[src/nchc_pkg.sv]
// constants, types and register map of the nand copy-back host controller
//
// Contract
// - after array read time host checks buffered page via data or status byte.
// - host may program copy-back without reloading data when no uncorrectable error.
// - copy-back program starts with 85h plus destination; programming begins at 10h.
// - host issues copy-back only when source and destination share a district.
// - after copy-back program host may read pass/fail on status bit 1; the host takes it from status bit 0.
// - host trusts pass/fail bit only for program or erase once ready; the host also aborts on status bit 0 after the 35h copy-back read.
// - while device busy host issues only status reads or reset.
package nchc_pkg;

  // commands
  localparam logic [7:0] CMD_READ     = 8'h00;
  localparam logic [7:0] CMD_CB_READ  = 8'h35;
  localparam logic [7:0] CMD_CB_INPUT = 8'h85;
  localparam logic [7:0] CMD_PROG     = 8'h10;
  localparam logic [7:0] CMD_STATUS   = 8'h70;
  // software-programmable command codes, values after reset arbitrary
  localparam logic [7:0] ID_CMD_RST   = 8'h00;
  localparam logic [7:0] ECC_CMD_RST  = 8'h00;

  // timing
  localparam int CLK_PERIOD_NS = 10;
  localparam int T_STROBE_NS   = 30;
  localparam int T_WB_NS       = 100;
  localparam logic [3:0] STROBE_CYC =
    4'((T_STROBE_NS + CLK_PERIOD_NS - 1) / CLK_PERIOD_NS);
  localparam logic [3:0] WB_CYC =
    4'((T_WB_NS + CLK_PERIOD_NS - 1) / CLK_PERIOD_NS);
  localparam logic [3:0] RD_EXTRA_CYC = 4'h5;
  localparam logic [3:0] WR_END_PH    = 4'(2 * STROBE_CYC);
  localparam logic [3:0] RD_SAMPLE_PH = 4'(STROBE_CYC + RD_EXTRA_CYC);
  localparam logic [3:0] RD_END_PH    = 4'(RD_SAMPLE_PH + STROBE_CYC);

  // array geometry
  localparam int DISTRICT_BIT = 6;
  localparam int ID_BYTES     = 5;
  localparam int ECC_SECTORS  = 4;

  // sequence steps inside copy-back
  localparam logic [4:0] STEP_CB_CHECK = 5'h09;
  localparam logic [4:0] STEP_CB_FINAL = 5'h17;

  // register indices
  localparam logic [3:0] REG_CTRL  = 4'h0;
  localparam logic [3:0] REG_SRC   = 4'h1;
  localparam logic [3:0] REG_DST   = 4'h2;
  localparam logic [3:0] REG_MOD   = 4'h3;
  localparam logic [3:0] REG_CODES = 4'h4;
  localparam logic [3:0] REG_STAT  = 4'h5;
  localparam logic [3:0] REG_ID0   = 4'h6;
  localparam logic [3:0] REG_ID1   = 4'h7;
  localparam logic [3:0] REG_ECC   = 4'h8;

  // control fields
  localparam int CTRL_GO  = 0;
  localparam int CTRL_OP  = 1;
  localparam int CTRL_MOD = 3;
  localparam int CTRL_WP  = 4;
  localparam logic WP_N_RST = 1'b0;

  // status fields
  localparam int ST_BUSY     = 0;
  localparam int ST_DONE     = 1;
  localparam int ST_ERR_DIST = 2;
  localparam int ST_ERR_UNC  = 3;
  localparam int ST_FAIL     = 4;
  localparam int ST_ECC_UNC  = 5;
  localparam int ST_BYTE     = 8;

  typedef enum logic [1:0] {OP_COPY, OP_ID, OP_STATUS, OP_ECC} nchc_op_t;
  typedef enum logic [2:0] {K_CMD, K_ADR, K_WR, K_RD, K_WAIT, K_NOP, K_END} nchc_kind_t;
  typedef enum logic {ST_IDLE, ST_RUN} nchc_state_t;

endpackage : nchc_pkg

[src/nchc_host.sv]
// nand host controller: copy-back, identification, status and ecc status readout
`timescale 1ns/100ps
module nchc_host (
  input  wire logic        core_clk,
  input  wire logic        rst,
  input  wire logic [3:0]  reg_addr,
  input  wire logic [31:0] reg_wdata,
  input  wire logic        reg_wr,
  input  wire logic        reg_rd,
  output logic      [31:0] reg_rdata,
  output logic             nand_ce_n,
  output logic             nand_cle,
  output logic             nand_ale,
  output logic             nand_we_n,
  output logic             read_strobe_n,
  output logic             nand_wp_n,
  output logic      [7:0]  data_port_o,
  output logic             data_port_oe,
  input  wire logic [7:0]  data_port_i,
  input  wire logic        ready_busy_pin
);

  ////////////////////////////////////////////////////////////////////////////////
  // declarations

  nchc_pkg::nchc_state_t state_r;
  nchc_pkg::nchc_op_t    op_r;
  nchc_pkg::nchc_kind_t  kind_c;
  logic [7:0]  byte_c;
  logic [7:0]  din_s;
  logic        rdy_s;
  logic [4:0]  step_r;
  logic [3:0]  ph_r;
  logic [2:0]  rd_cnt_r;
  logic [7:0]  smp_r;
  logic [7:0]  last_cmd_r;
  logic        mod_en_r;
  logic        wp_n_r;
  logic [16:0] src_row_r;
  logic [16:0] dst_row_r;
  logic [11:0] mod_col_r;
  logic [7:0]  mod_data_r;
  logic [7:0]  id_cmd_r;
  logic [7:0]  ecc_cmd_r;
  logic        done_r;
  logic        err_dist_r;
  logic        err_unc_r;
  logic        fail_r;
  logic        ecc_unc_r;
  logic [7:0]  stat_r;
  logic [7:0]  id_r [nchc_pkg::ID_BYTES];
  logic [7:0]  ecc_r [nchc_pkg::ECC_SECTORS];
  logic        run;
  logic        wr_type;
  logic        go;
  logic        dist_bad;
  logic        rd_end;
  logic        cb_check;
  logic        cb_final;
  logic        abort;
  logic        repeat_rd;

  // row address byte n of a 17-bit page/block row
  function automatic logic [7:0] row_byte(input logic [16:0] row, input logic [1:0] n);
    case (n)
      2'h0:    row_byte = row[7:0];
      2'h1:    row_byte = row[15:8];
      default: row_byte = {7'h00, row[16]};
    endcase
  endfunction : row_byte

  nchc_sync #(.W(9)) u_sync (
    .core_clk (core_clk),
    .rst      (rst),
    .din      ({ready_busy_pin, data_port_i}),
    .dout     ({rdy_s, din_s})
  );

  ////////////////////////////////////////////////////////////////////////////////
  // step decode

  always_comb begin
    kind_c = nchc_pkg::K_END;
    byte_c = 8'h00;
    case (op_r)
      nchc_pkg::OP_COPY: begin
        case (step_r)
          5'h00: begin kind_c = nchc_pkg::K_CMD; byte_c = nchc_pkg::CMD_READ; end
          5'h01, 5'h02: kind_c = nchc_pkg::K_ADR;
          5'h03, 5'h04, 5'h05: begin
            kind_c = nchc_pkg::K_ADR;
            byte_c = row_byte(src_row_r, 2'(step_r - 5'h03));
          end
          5'h06: begin kind_c = nchc_pkg::K_CMD; byte_c = nchc_pkg::CMD_CB_READ; end
          5'h07: kind_c = nchc_pkg::K_WAIT;
          5'h08: begin kind_c = nchc_pkg::K_CMD; byte_c = nchc_pkg::CMD_STATUS; end
          5'h09: kind_c = nchc_pkg::K_RD;
          5'h0A: begin kind_c = nchc_pkg::K_CMD; byte_c = nchc_pkg::CMD_CB_INPUT; end
          5'h0B, 5'h0C: kind_c = nchc_pkg::K_ADR;
          5'h0D, 5'h0E, 5'h0F: begin
            kind_c = nchc_pkg::K_ADR;
            byte_c = row_byte(dst_row_r, 2'(step_r - 5'h0D));
          end
          // optional in-buffer modification
          5'h10: begin
            kind_c = mod_en_r ? nchc_pkg::K_CMD : nchc_pkg::K_NOP;
            byte_c = nchc_pkg::CMD_CB_INPUT;
          end
          5'h11: begin
            kind_c = mod_en_r ? nchc_pkg::K_ADR : nchc_pkg::K_NOP;
            byte_c = mod_col_r[7:0];
          end
          5'h12: begin
            kind_c = mod_en_r ? nchc_pkg::K_ADR : nchc_pkg::K_NOP;
            byte_c = {4'h0, mod_col_r[11:8]};
          end
          5'h13: begin
            kind_c = mod_en_r ? nchc_pkg::K_WR : nchc_pkg::K_NOP;
            byte_c = mod_data_r;
          end
          5'h14: begin kind_c = nchc_pkg::K_CMD; byte_c = nchc_pkg::CMD_PROG; end
          5'h15: kind_c = nchc_pkg::K_WAIT;
          5'h16: begin kind_c = nchc_pkg::K_CMD; byte_c = nchc_pkg::CMD_STATUS; end
          5'h17: kind_c = nchc_pkg::K_RD;
          default: kind_c = nchc_pkg::K_END;
        endcase
      end
      nchc_pkg::OP_ID: begin
        case (step_r)
          5'h00: begin kind_c = nchc_pkg::K_CMD; byte_c = id_cmd_r; end
          5'h01: kind_c = nchc_pkg::K_ADR;
          5'h02, 5'h03, 5'h04, 5'h05, 5'h06: kind_c = nchc_pkg::K_RD;
          default: kind_c = nchc_pkg::K_END;
        endcase
      end
      nchc_pkg::OP_STATUS: begin
        case (step_r)
          5'h00: begin kind_c = nchc_pkg::K_CMD; byte_c = nchc_pkg::CMD_STATUS; end
          5'h01: kind_c = nchc_pkg::K_RD;
          default: kind_c = nchc_pkg::K_END;
        endcase
      end
      default: begin
        case (step_r)
          5'h00: begin kind_c = nchc_pkg::K_CMD; byte_c = ecc_cmd_r; end
          5'h01, 5'h02, 5'h03, 5'h04: kind_c = nchc_pkg::K_RD;
          default: kind_c = nchc_pkg::K_END;
        endcase
      end
    endcase
  end

  assign run       = (state_r == nchc_pkg::ST_RUN);
  assign wr_type   = (kind_c == nchc_pkg::K_CMD) || (kind_c == nchc_pkg::K_ADR) ||
                     (kind_c == nchc_pkg::K_WR);
  assign go        = reg_wr && (reg_addr == nchc_pkg::REG_CTRL) &&
                     reg_wdata[nchc_pkg::CTRL_GO] && !run;
  assign dist_bad  = (nchc_pkg::nchc_op_t'(reg_wdata[nchc_pkg::CTRL_OP +: 2]) ==
                      nchc_pkg::OP_COPY) &&
                     (src_row_r[nchc_pkg::DISTRICT_BIT] != dst_row_r[nchc_pkg::DISTRICT_BIT]);
  assign rd_end    = run && (kind_c == nchc_pkg::K_RD) && (ph_r == nchc_pkg::RD_END_PH);
  assign cb_check  = (op_r == nchc_pkg::OP_COPY) && (step_r == nchc_pkg::STEP_CB_CHECK);
  assign cb_final  = (op_r == nchc_pkg::OP_COPY) && (step_r == nchc_pkg::STEP_CB_FINAL);
  assign abort     = rd_end && cb_check && smp_r[0];
  assign repeat_rd = rd_end && cb_final && !smp_r[6];

  ////////////////////////////////////////////////////////////////////////////////
  // sequencer

  always_ff @(posedge core_clk) begin
    if (rst) begin
      state_r  <= nchc_pkg::ST_IDLE;
      step_r   <= 5'h00;
      ph_r     <= 4'h0;
      rd_cnt_r <= 3'h0;
    end else if (!run) begin
      step_r   <= 5'h00;
      ph_r     <= 4'h0;
      rd_cnt_r <= 3'h0;
      if (go && !dist_bad) begin
        state_r <= nchc_pkg::ST_RUN;
      end
    end else begin
      case (kind_c)
        nchc_pkg::K_CMD, nchc_pkg::K_ADR, nchc_pkg::K_WR: begin
          ph_r <= (ph_r == nchc_pkg::WR_END_PH) ? 4'h0 : ph_r + 4'h1;
          if (ph_r == nchc_pkg::WR_END_PH) begin
            step_r <= step_r + 5'h01;
          end
        end
        nchc_pkg::K_RD: begin
          ph_r <= rd_end ? 4'h0 : ph_r + 4'h1;
          if (abort) begin
            state_r <= nchc_pkg::ST_IDLE;
          end else if (rd_end && !repeat_rd) begin
            step_r   <= step_r + 5'h01;
            rd_cnt_r <= rd_cnt_r + 3'h1;
          end
        end
        // no command goes out until the pin reports ready
        nchc_pkg::K_WAIT: begin
          if (ph_r < nchc_pkg::WB_CYC) begin
            ph_r <= ph_r + 4'h1;
          end else if (rdy_s) begin
            ph_r   <= 4'h0;
            step_r <= step_r + 5'h01;
          end
        end
        nchc_pkg::K_NOP: step_r <= step_r + 5'h01;
        default: state_r <= nchc_pkg::ST_IDLE;
      endcase
    end
  end

  always_ff @(posedge core_clk) begin
    if (rst) begin
      smp_r <= 8'h00;
    end else if (run && (kind_c == nchc_pkg::K_RD) && (ph_r == nchc_pkg::RD_SAMPLE_PH)) begin
      smp_r <= din_s;
    end
  end

  ////////////////////////////////////////////////////////////////////////////////
  // result flags and captured bytes

  always_ff @(posedge core_clk) begin
    if (rst) begin
      done_r     <= 1'b0;
      err_dist_r <= 1'b0;
      err_unc_r  <= 1'b0;
      fail_r     <= 1'b0;
      ecc_unc_r  <= 1'b0;
    end else if (go) begin
      done_r     <= dist_bad;
      err_dist_r <= dist_bad;
      err_unc_r  <= 1'b0;
      fail_r     <= 1'b0;
      ecc_unc_r  <= 1'b0;
    end else begin
      if ((run && (kind_c == nchc_pkg::K_END)) || abort) begin
        done_r <= 1'b1;
      end
      if (abort) begin
        err_unc_r <= 1'b1;
      end
      if (rd_end && cb_final && !repeat_rd) begin
        fail_r <= smp_r[0];
      end
      if (rd_end && (op_r == nchc_pkg::OP_ECC) && (smp_r[3:0] == 4'hF)) begin
        ecc_unc_r <= 1'b1;
      end
    end
  end

  always_ff @(posedge core_clk) begin
    if (rst) begin
      stat_r <= 8'h00;
      for (int i = 0; i < nchc_pkg::ID_BYTES; i++) id_r[i] <= 8'h00;
      for (int i = 0; i < nchc_pkg::ECC_SECTORS; i++) ecc_r[i] <= 8'h00;
    end else if (rd_end) begin
      case (op_r)
        nchc_pkg::OP_ID: id_r[rd_cnt_r] <= smp_r;
        nchc_pkg::OP_ECC: begin
          if (smp_r[7:6] == 2'h0) begin
            ecc_r[smp_r[5:4]] <= smp_r;
          end
        end
        default: stat_r <= smp_r;
      endcase
    end
  end

  ////////////////////////////////////////////////////////////////////////////////
  // register file

  always_ff @(posedge core_clk) begin
    if (rst) begin
      op_r       <= nchc_pkg::OP_COPY;
      mod_en_r   <= 1'b0;
      wp_n_r     <= nchc_pkg::WP_N_RST;
      src_row_r  <= 17'h00000;
      dst_row_r  <= 17'h00000;
      mod_col_r  <= 12'h000;
      mod_data_r <= 8'h00;
      id_cmd_r   <= nchc_pkg::ID_CMD_RST;
      ecc_cmd_r  <= nchc_pkg::ECC_CMD_RST;
    end else if (reg_wr && !run) begin
      case (reg_addr)
        nchc_pkg::REG_CTRL: begin
          op_r     <= nchc_pkg::nchc_op_t'(reg_wdata[nchc_pkg::CTRL_OP +: 2]);
          mod_en_r <= reg_wdata[nchc_pkg::CTRL_MOD];
          wp_n_r   <= reg_wdata[nchc_pkg::CTRL_WP];
        end
        nchc_pkg::REG_SRC: src_row_r <= reg_wdata[16:0];
        nchc_pkg::REG_DST: dst_row_r <= reg_wdata[16:0];
        nchc_pkg::REG_MOD: begin
          mod_col_r  <= reg_wdata[11:0];
          mod_data_r <= reg_wdata[23:16];
        end
        nchc_pkg::REG_CODES: begin
          id_cmd_r  <= reg_wdata[7:0];
          ecc_cmd_r <= reg_wdata[15:8];
        end
        default: ;
      endcase
    end
  end

  always_ff @(posedge core_clk) begin
    if (rst || !reg_rd) begin
      reg_rdata <= 32'h00000000;
    end else begin
      case (reg_addr)
        nchc_pkg::REG_CTRL:  reg_rdata <= {27'h0000000, wp_n_r, mod_en_r, op_r, 1'b0};
        nchc_pkg::REG_SRC:   reg_rdata <= {15'h0000, src_row_r};
        nchc_pkg::REG_DST:   reg_rdata <= {15'h0000, dst_row_r};
        nchc_pkg::REG_MOD:   reg_rdata <= {8'h00, mod_data_r, 4'h0, mod_col_r};
        nchc_pkg::REG_CODES: reg_rdata <= {16'h0000, ecc_cmd_r, id_cmd_r};
        nchc_pkg::REG_STAT:  reg_rdata <= {16'h0000, stat_r, 2'h0, ecc_unc_r, fail_r,
                                           err_unc_r, err_dist_r, done_r, run};
        nchc_pkg::REG_ID0:   reg_rdata <= {id_r[3], id_r[2], id_r[1], id_r[0]};
        nchc_pkg::REG_ID1:   reg_rdata <= {24'h000000, id_r[4]};
        nchc_pkg::REG_ECC:   reg_rdata <= {ecc_r[3], ecc_r[2], ecc_r[1], ecc_r[0]};
        default:             reg_rdata <= 32'h00000000;
      endcase
    end
  end

  ////////////////////////////////////////////////////////////////////////////////
  // pin drivers

  always_ff @(posedge core_clk) begin
    if (rst) begin
      nand_ce_n     <= 1'b1;
      nand_cle      <= 1'b0;
      nand_ale      <= 1'b0;
      nand_we_n     <= 1'b1;
      read_strobe_n <= 1'b1;
      nand_wp_n     <= nchc_pkg::WP_N_RST;
      data_port_o   <= 8'h00;
      data_port_oe  <= 1'b0;
      last_cmd_r    <= 8'h00;
    end else begin
      nand_ce_n     <= !run;
      nand_cle      <= run && (kind_c == nchc_pkg::K_CMD);
      nand_ale      <= run && (kind_c == nchc_pkg::K_ADR);
      nand_we_n     <= !(run && wr_type && (ph_r >= 4'h1) && (ph_r <= nchc_pkg::STROBE_CYC));
      read_strobe_n <= !(run && (kind_c == nchc_pkg::K_RD) && (ph_r >= 4'h1) &&
                         (ph_r <= nchc_pkg::RD_SAMPLE_PH));
      nand_wp_n     <= wp_n_r;
      data_port_o   <= byte_c;
      data_port_oe  <= run && wr_type;
      if (run && (kind_c == nchc_pkg::K_CMD) && (ph_r == nchc_pkg::WR_END_PH)) begin
        last_cmd_r <= byte_c;
      end
    end
  end
endmodule : nchc_host

[src/nchc_sync.sv]
// three-stage pin synchroniser with agreement filter
`timescale 1ns/100ps
module nchc_sync #(
  parameter int W = 9
) (
  input  wire logic         core_clk,
  input  wire logic         rst,
  input  wire logic [W-1:0] din,
  output logic      [W-1:0] dout
);

  logic [W-1:0] s1_r;
  logic [W-1:0] s2_r;
  logic [W-1:0] s3_r;

  always_ff @(posedge core_clk) begin
    if (rst) begin
      s1_r <= '0;
      s2_r <= '0;
      s3_r <= '0;
    end else begin
      s1_r <= din;
      s2_r <= s1_r;
      s3_r <= s2_r;
    end
  end

  // take a new value only once the last two stages agree
  always_ff @(posedge core_clk) begin
    if (rst) begin
      dout <= '0;
    end else if (s2_r == s3_r) begin
      dout <= s3_r;
    end
  end

endmodule : nchc_sync

[config.mk]
export PLATFORM = sky130hd
export DESIGN_NAME = nchc_host
export DESIGN_NICKNAME = d
export VERILOG_FILES = /design/src/nchc_pkg.sv /design/src/nchc_host.sv /design/src/nchc_sync.sv
export SDC_FILE = /design/constraint.sdc
export NUM_CORES = 1
export LEC_CHECK = 0
export ABC_AREA = 1
export BUFFER_PORTS_ARGS = -buffer_cell sky130_fd_sc_hd__buf_2
export CORE_MARGIN = 5
export CORE_UTILIZATION = 60
export DETAILED_ROUTE_END_ITERATION = 6
export PLACE_DENSITY = 0.79
export SYNTH_ARGS = -nofsm -noshare
export SYNTH_HDL_FRONTEND = slang
export SYNTH_HIERARCHICAL = 1
export SYNTH_SLANG_ARGS = --single-unit
[constraint.sdc]
create_clock -name core_clk -period 7.1 [get_ports core_clk]
set_clock_uncertainty 0.2 [all_clocks]
set_input_delay 0.71 -clock core_clk [delete_from_list [all_inputs] [get_ports core_clk]]
set_output_delay 0.71 -clock core_clk [all_outputs]
set_load 0.01 [all_outputs]
==> flow_metrics.tcl <==
set metrics [dict create \
    status "finished, final reports clean" \
    die_h_microns 148 \
    yosys.area.top_type "dfxtp_1" \
    syn_avg_cell_area_sq_um 8.24 \
    path_cells "inv_1 -> ha_1 -> clkinv_1 -> nor2_1 -> nand2_1 -> nand3_1 -> nand2_1 -> nand2_1 -> nand2_1 -> nand2_2 -> nand3_4 -> inv_2 -> nand4_1 -> nor2_1 -> nand3_1 -> nand2_1" \
    core_area_sq_um 18600 \
    synth_most_common_cell "nand2_1" \
    nNetsFinal 1514 \
    crit_top_cell "nand2_1" \
    synth_area_sq_um 11300 \
    viasPerCell 5.77 \
    period_needed_ns 3.77 \
    path_clk_slew_ns 0.06 \
    cap_violations 0 \
    postCtsHoldBufs 0 \
    multiInputGateArea_sq_um 4370 \
    grt_pass1_wl_mm 49.7 \
    fin_crit_sh_pct 53.0 \
    synthAdderAreaFrac_pct 1.10 \
    worstMarginPinSlew_ns 1.29 \
    cp_max_fo 9 \
    cp_top_family "simple AND/OR/NAND/NOR gates" \
    numCtsBuffers 27 \
    dieArea_sq_um 21800 \
    path_class "reg -> reg" \
    power.density_nw_per_um2 250 \
    initial_core_util_pct 60.9 \
    hold_violations 0 \
    cts.path.max_buffers 3 \
    clk_latency_ns 0.55 \
    post-route-util_pct 69.2 \
    crit_path_end_kind "flop" \
    io_pins 96 \
    drtIter0Drc 909 \
    overflow 0 \
    num-fill-cells 1511 \
    drtPass1Iterations 5 \
    synthTopCellsByCount "nand2_1, inv_1, dfxtp_1" \
    dr_total_vias 9874 \
    r2r-start "step_r[0]" \
    ctsHtreeMaxLevel 1 \
    diodes 0 \
    tns_ns 0 \
    placed_area_sq_um 11900 \
    pre_cts_slack_ns 3.10 \
    drt-wirelength-per-cell_microns 18.2 \
    ir_drop_v 0.000207 \
    synth-async-reset-ratio_pct 0 \
    ys_seq_elements 263 \
    grt_pass1_vias 9337 \
    synthXorXnorAreaFrac_pct 0.540 \
    regArea_sq_um 5990 \
    synthCells 1376 \
    p_leak_nw 5.21 \
    root_buffer "clkbuf_16" \
    tritoncts "done" \
    wl_mm 31.1 \
    path_buf_inv 3 \
    report.final.slew_viol_count 0 \
    critPathRequiredTime_ns 7.11 \
    setup_violations 0 \
    synth_top_family_by_area "simple AND/OR/NAND/NOR gates" \
    grt_util_all_layers_pct 28.5 \
    worstRegToRegCells 16 \
    power_mw 3.23 \
    synthMuxAreaShare_pct 0 \
    cp-startpoint "step_r[0]" \
    postCtsSetupRepairBufs 0 \
    grt_max_degree 98 \
    drive_gt1_share_pct 13.4 \
    max_freq_mhz 266 \
    cts.sinks 263 \
    synth_flop_cell "dfxtp_1" \
    synth_edf_count 72 \
    worstPathArrival_ns 3.77 \
    synth_compound_area_share_pct 17.0 \
    gp_congestion 1.01 \
    route.detailed.drc 0 \
    synth_cell_types 51 \
    antenna_found_initial 1 \
    r2r_end "id_r[4][0]" \
    io_buffers 87 \
    grt_setup_unrepaired "no" \
    rows 50 \
    setup_ws_ns 3.33 \
    cp.depth 16 \
    synth_seq_area_share_pct 52.8 \
    drtAntennaViolNets 0 \
    cp_slowest_cell "nand2_1" \
    timing.reg2reg.setup_slack_ns 3.33 \
    crit_end "id_r[4][0]" \
    cts_resized 0 \
    dp_hpwl_mm 21.5 \
    cpPeakStageDelay_ns 0.42 \
    synth_top_area_share_pct 33.7 \
    fin_area_sq_um 12900 \
    synth-simple-area-share_pct 19.5 \
    slew_headroom_pct 13.9 \
    ys_top_cells_by_area "dfxtp_1, edfxtp_1, nand2_1, inv_1, a21oi_1" \
    area_growth_pct 13.7 \
    die_x_microns 148 \
    yosys_warnings 6 \
    min_path_type "in -> reg" \
    start_kind "flop" \
]
==> cells in the final DEF, fill, tap and decap left out, types with 5 or more instances in the layout <==
cell       instances
inv_1            200
o22ai_1           45
nand4_1           23
ha_1              10
o211ai_1           8
edfxtp_1          72
nand3_1           40
a211oi_1           5
clkinv_1           7
inv_2             11
nand3_2            7
buf_2             87
nor4_1             5
nor2_4             7
o221ai_1          10
nand2_2            7
a221oi_1          10
nand2_1          207
buf_4              6
clkbuf_16         30
dfxtp_1          191
nor2_1           157
o21ai_0           99
a41oi_1            5
nor2_2            17
clkbuf_8           7
a21oi_1          129
clkinv_2           7
conb_1            12
nor3_1             7
==> per-stage QoR <==
stage               hold slack [ns]  instances
floorplan                     0.188       1387
global placement              0.190       1660
detailed placement            0.193       1660
CTS                           0.150       1710
global route                  0.171       1710
finish                        0.161       1710
==> report_power, final <==
group	switching, mW	leakage [nW]	internal, mW	total (mW)
clock network	0.593	0.476	0.879	1.47
logic	0.111	2.50	0.0451	0.156
registers	0.0171	2.23	1.59	1.60
==> worst min-delay path by stage <==
| stage | depth (start not counted) | slack [ns] | endpoint | start |
|---|---|---|---|---|
| after floorplan | 2 | 0.19 | u_sync/s2_r[0] | u_sync/s1_r[0] |
| final | 3 | 0.16 | u_sync/s1_r[1] | data_port_i[1] |
| after CTS | 3 | 0.15 | u_sync/s1_r[1] | data_port_i[1] |
| after global routing | 3 | 0.17 | u_sync/s1_r[8] | ready_busy_pin |
| after detailed placement | 2 | 0.19 | u_sync/s2_r[2] | u_sync/s1_r[2] |
| after global placement | 2 | 0.19 | u_sync/s2_r[0] | u_sync/s1_r[0] |
==> cell families (layout without fill, tap and decap cells) <==
family / after synthesis / in the layout
AND/OR/NAND/NOR: 487 / 487
flip-flops: 263 / 263
AO/OA/AOI/OAI: 335 / 335
other: 1 / 12
buffers and inverters: 273 / 362
XOR/XNOR: 7 / 7
adder cells (fa/ha/maj): 10 / 10
==> registers in the layout, indices dropped and copies added, names as in the netlist, 9 cells and up <==
| register | count |
|---|---|
| id_r | 40 |
| u_sync/s3_r | 9 |
| u_sync/dout | 9 |
| u_sync/s2_r | 9 |
| u_sync/s1_r | 9 |
| mod_col_r | 12 |
| dst_row_r | 17 |
| ecc_r | 32 |
| src_row_r | 17 |
| reg_rdata | 32 |
==> cell type report <==
class	count	area share [%]
inverter	219	6.38
timing repair buffer	93	3.72
clock inverter	10	0.747
clock buffer	40	6.65
tap	234	2.27
multi-input combinational	851	33.8
sequential	263	46.4
==> per-layer routing <==
metal	share of wire, %	up-vias	GRT usage (%)	wire, microns
met1	40	4531	37.6	12500
li1	-	4722	-	-
met2	45	516	44.8	14100
met5	0.023	-	0	7
met4	4.5	2	12.5	1400
met3	9.9	103	6.90	3080
==> tightest hold or removal path: stages <==
cell	delay, ns
buf_2	0.07
inv_1	0.03
nor2_1	0.06
No activity file was read; power rests on OpenSTA's default activity.
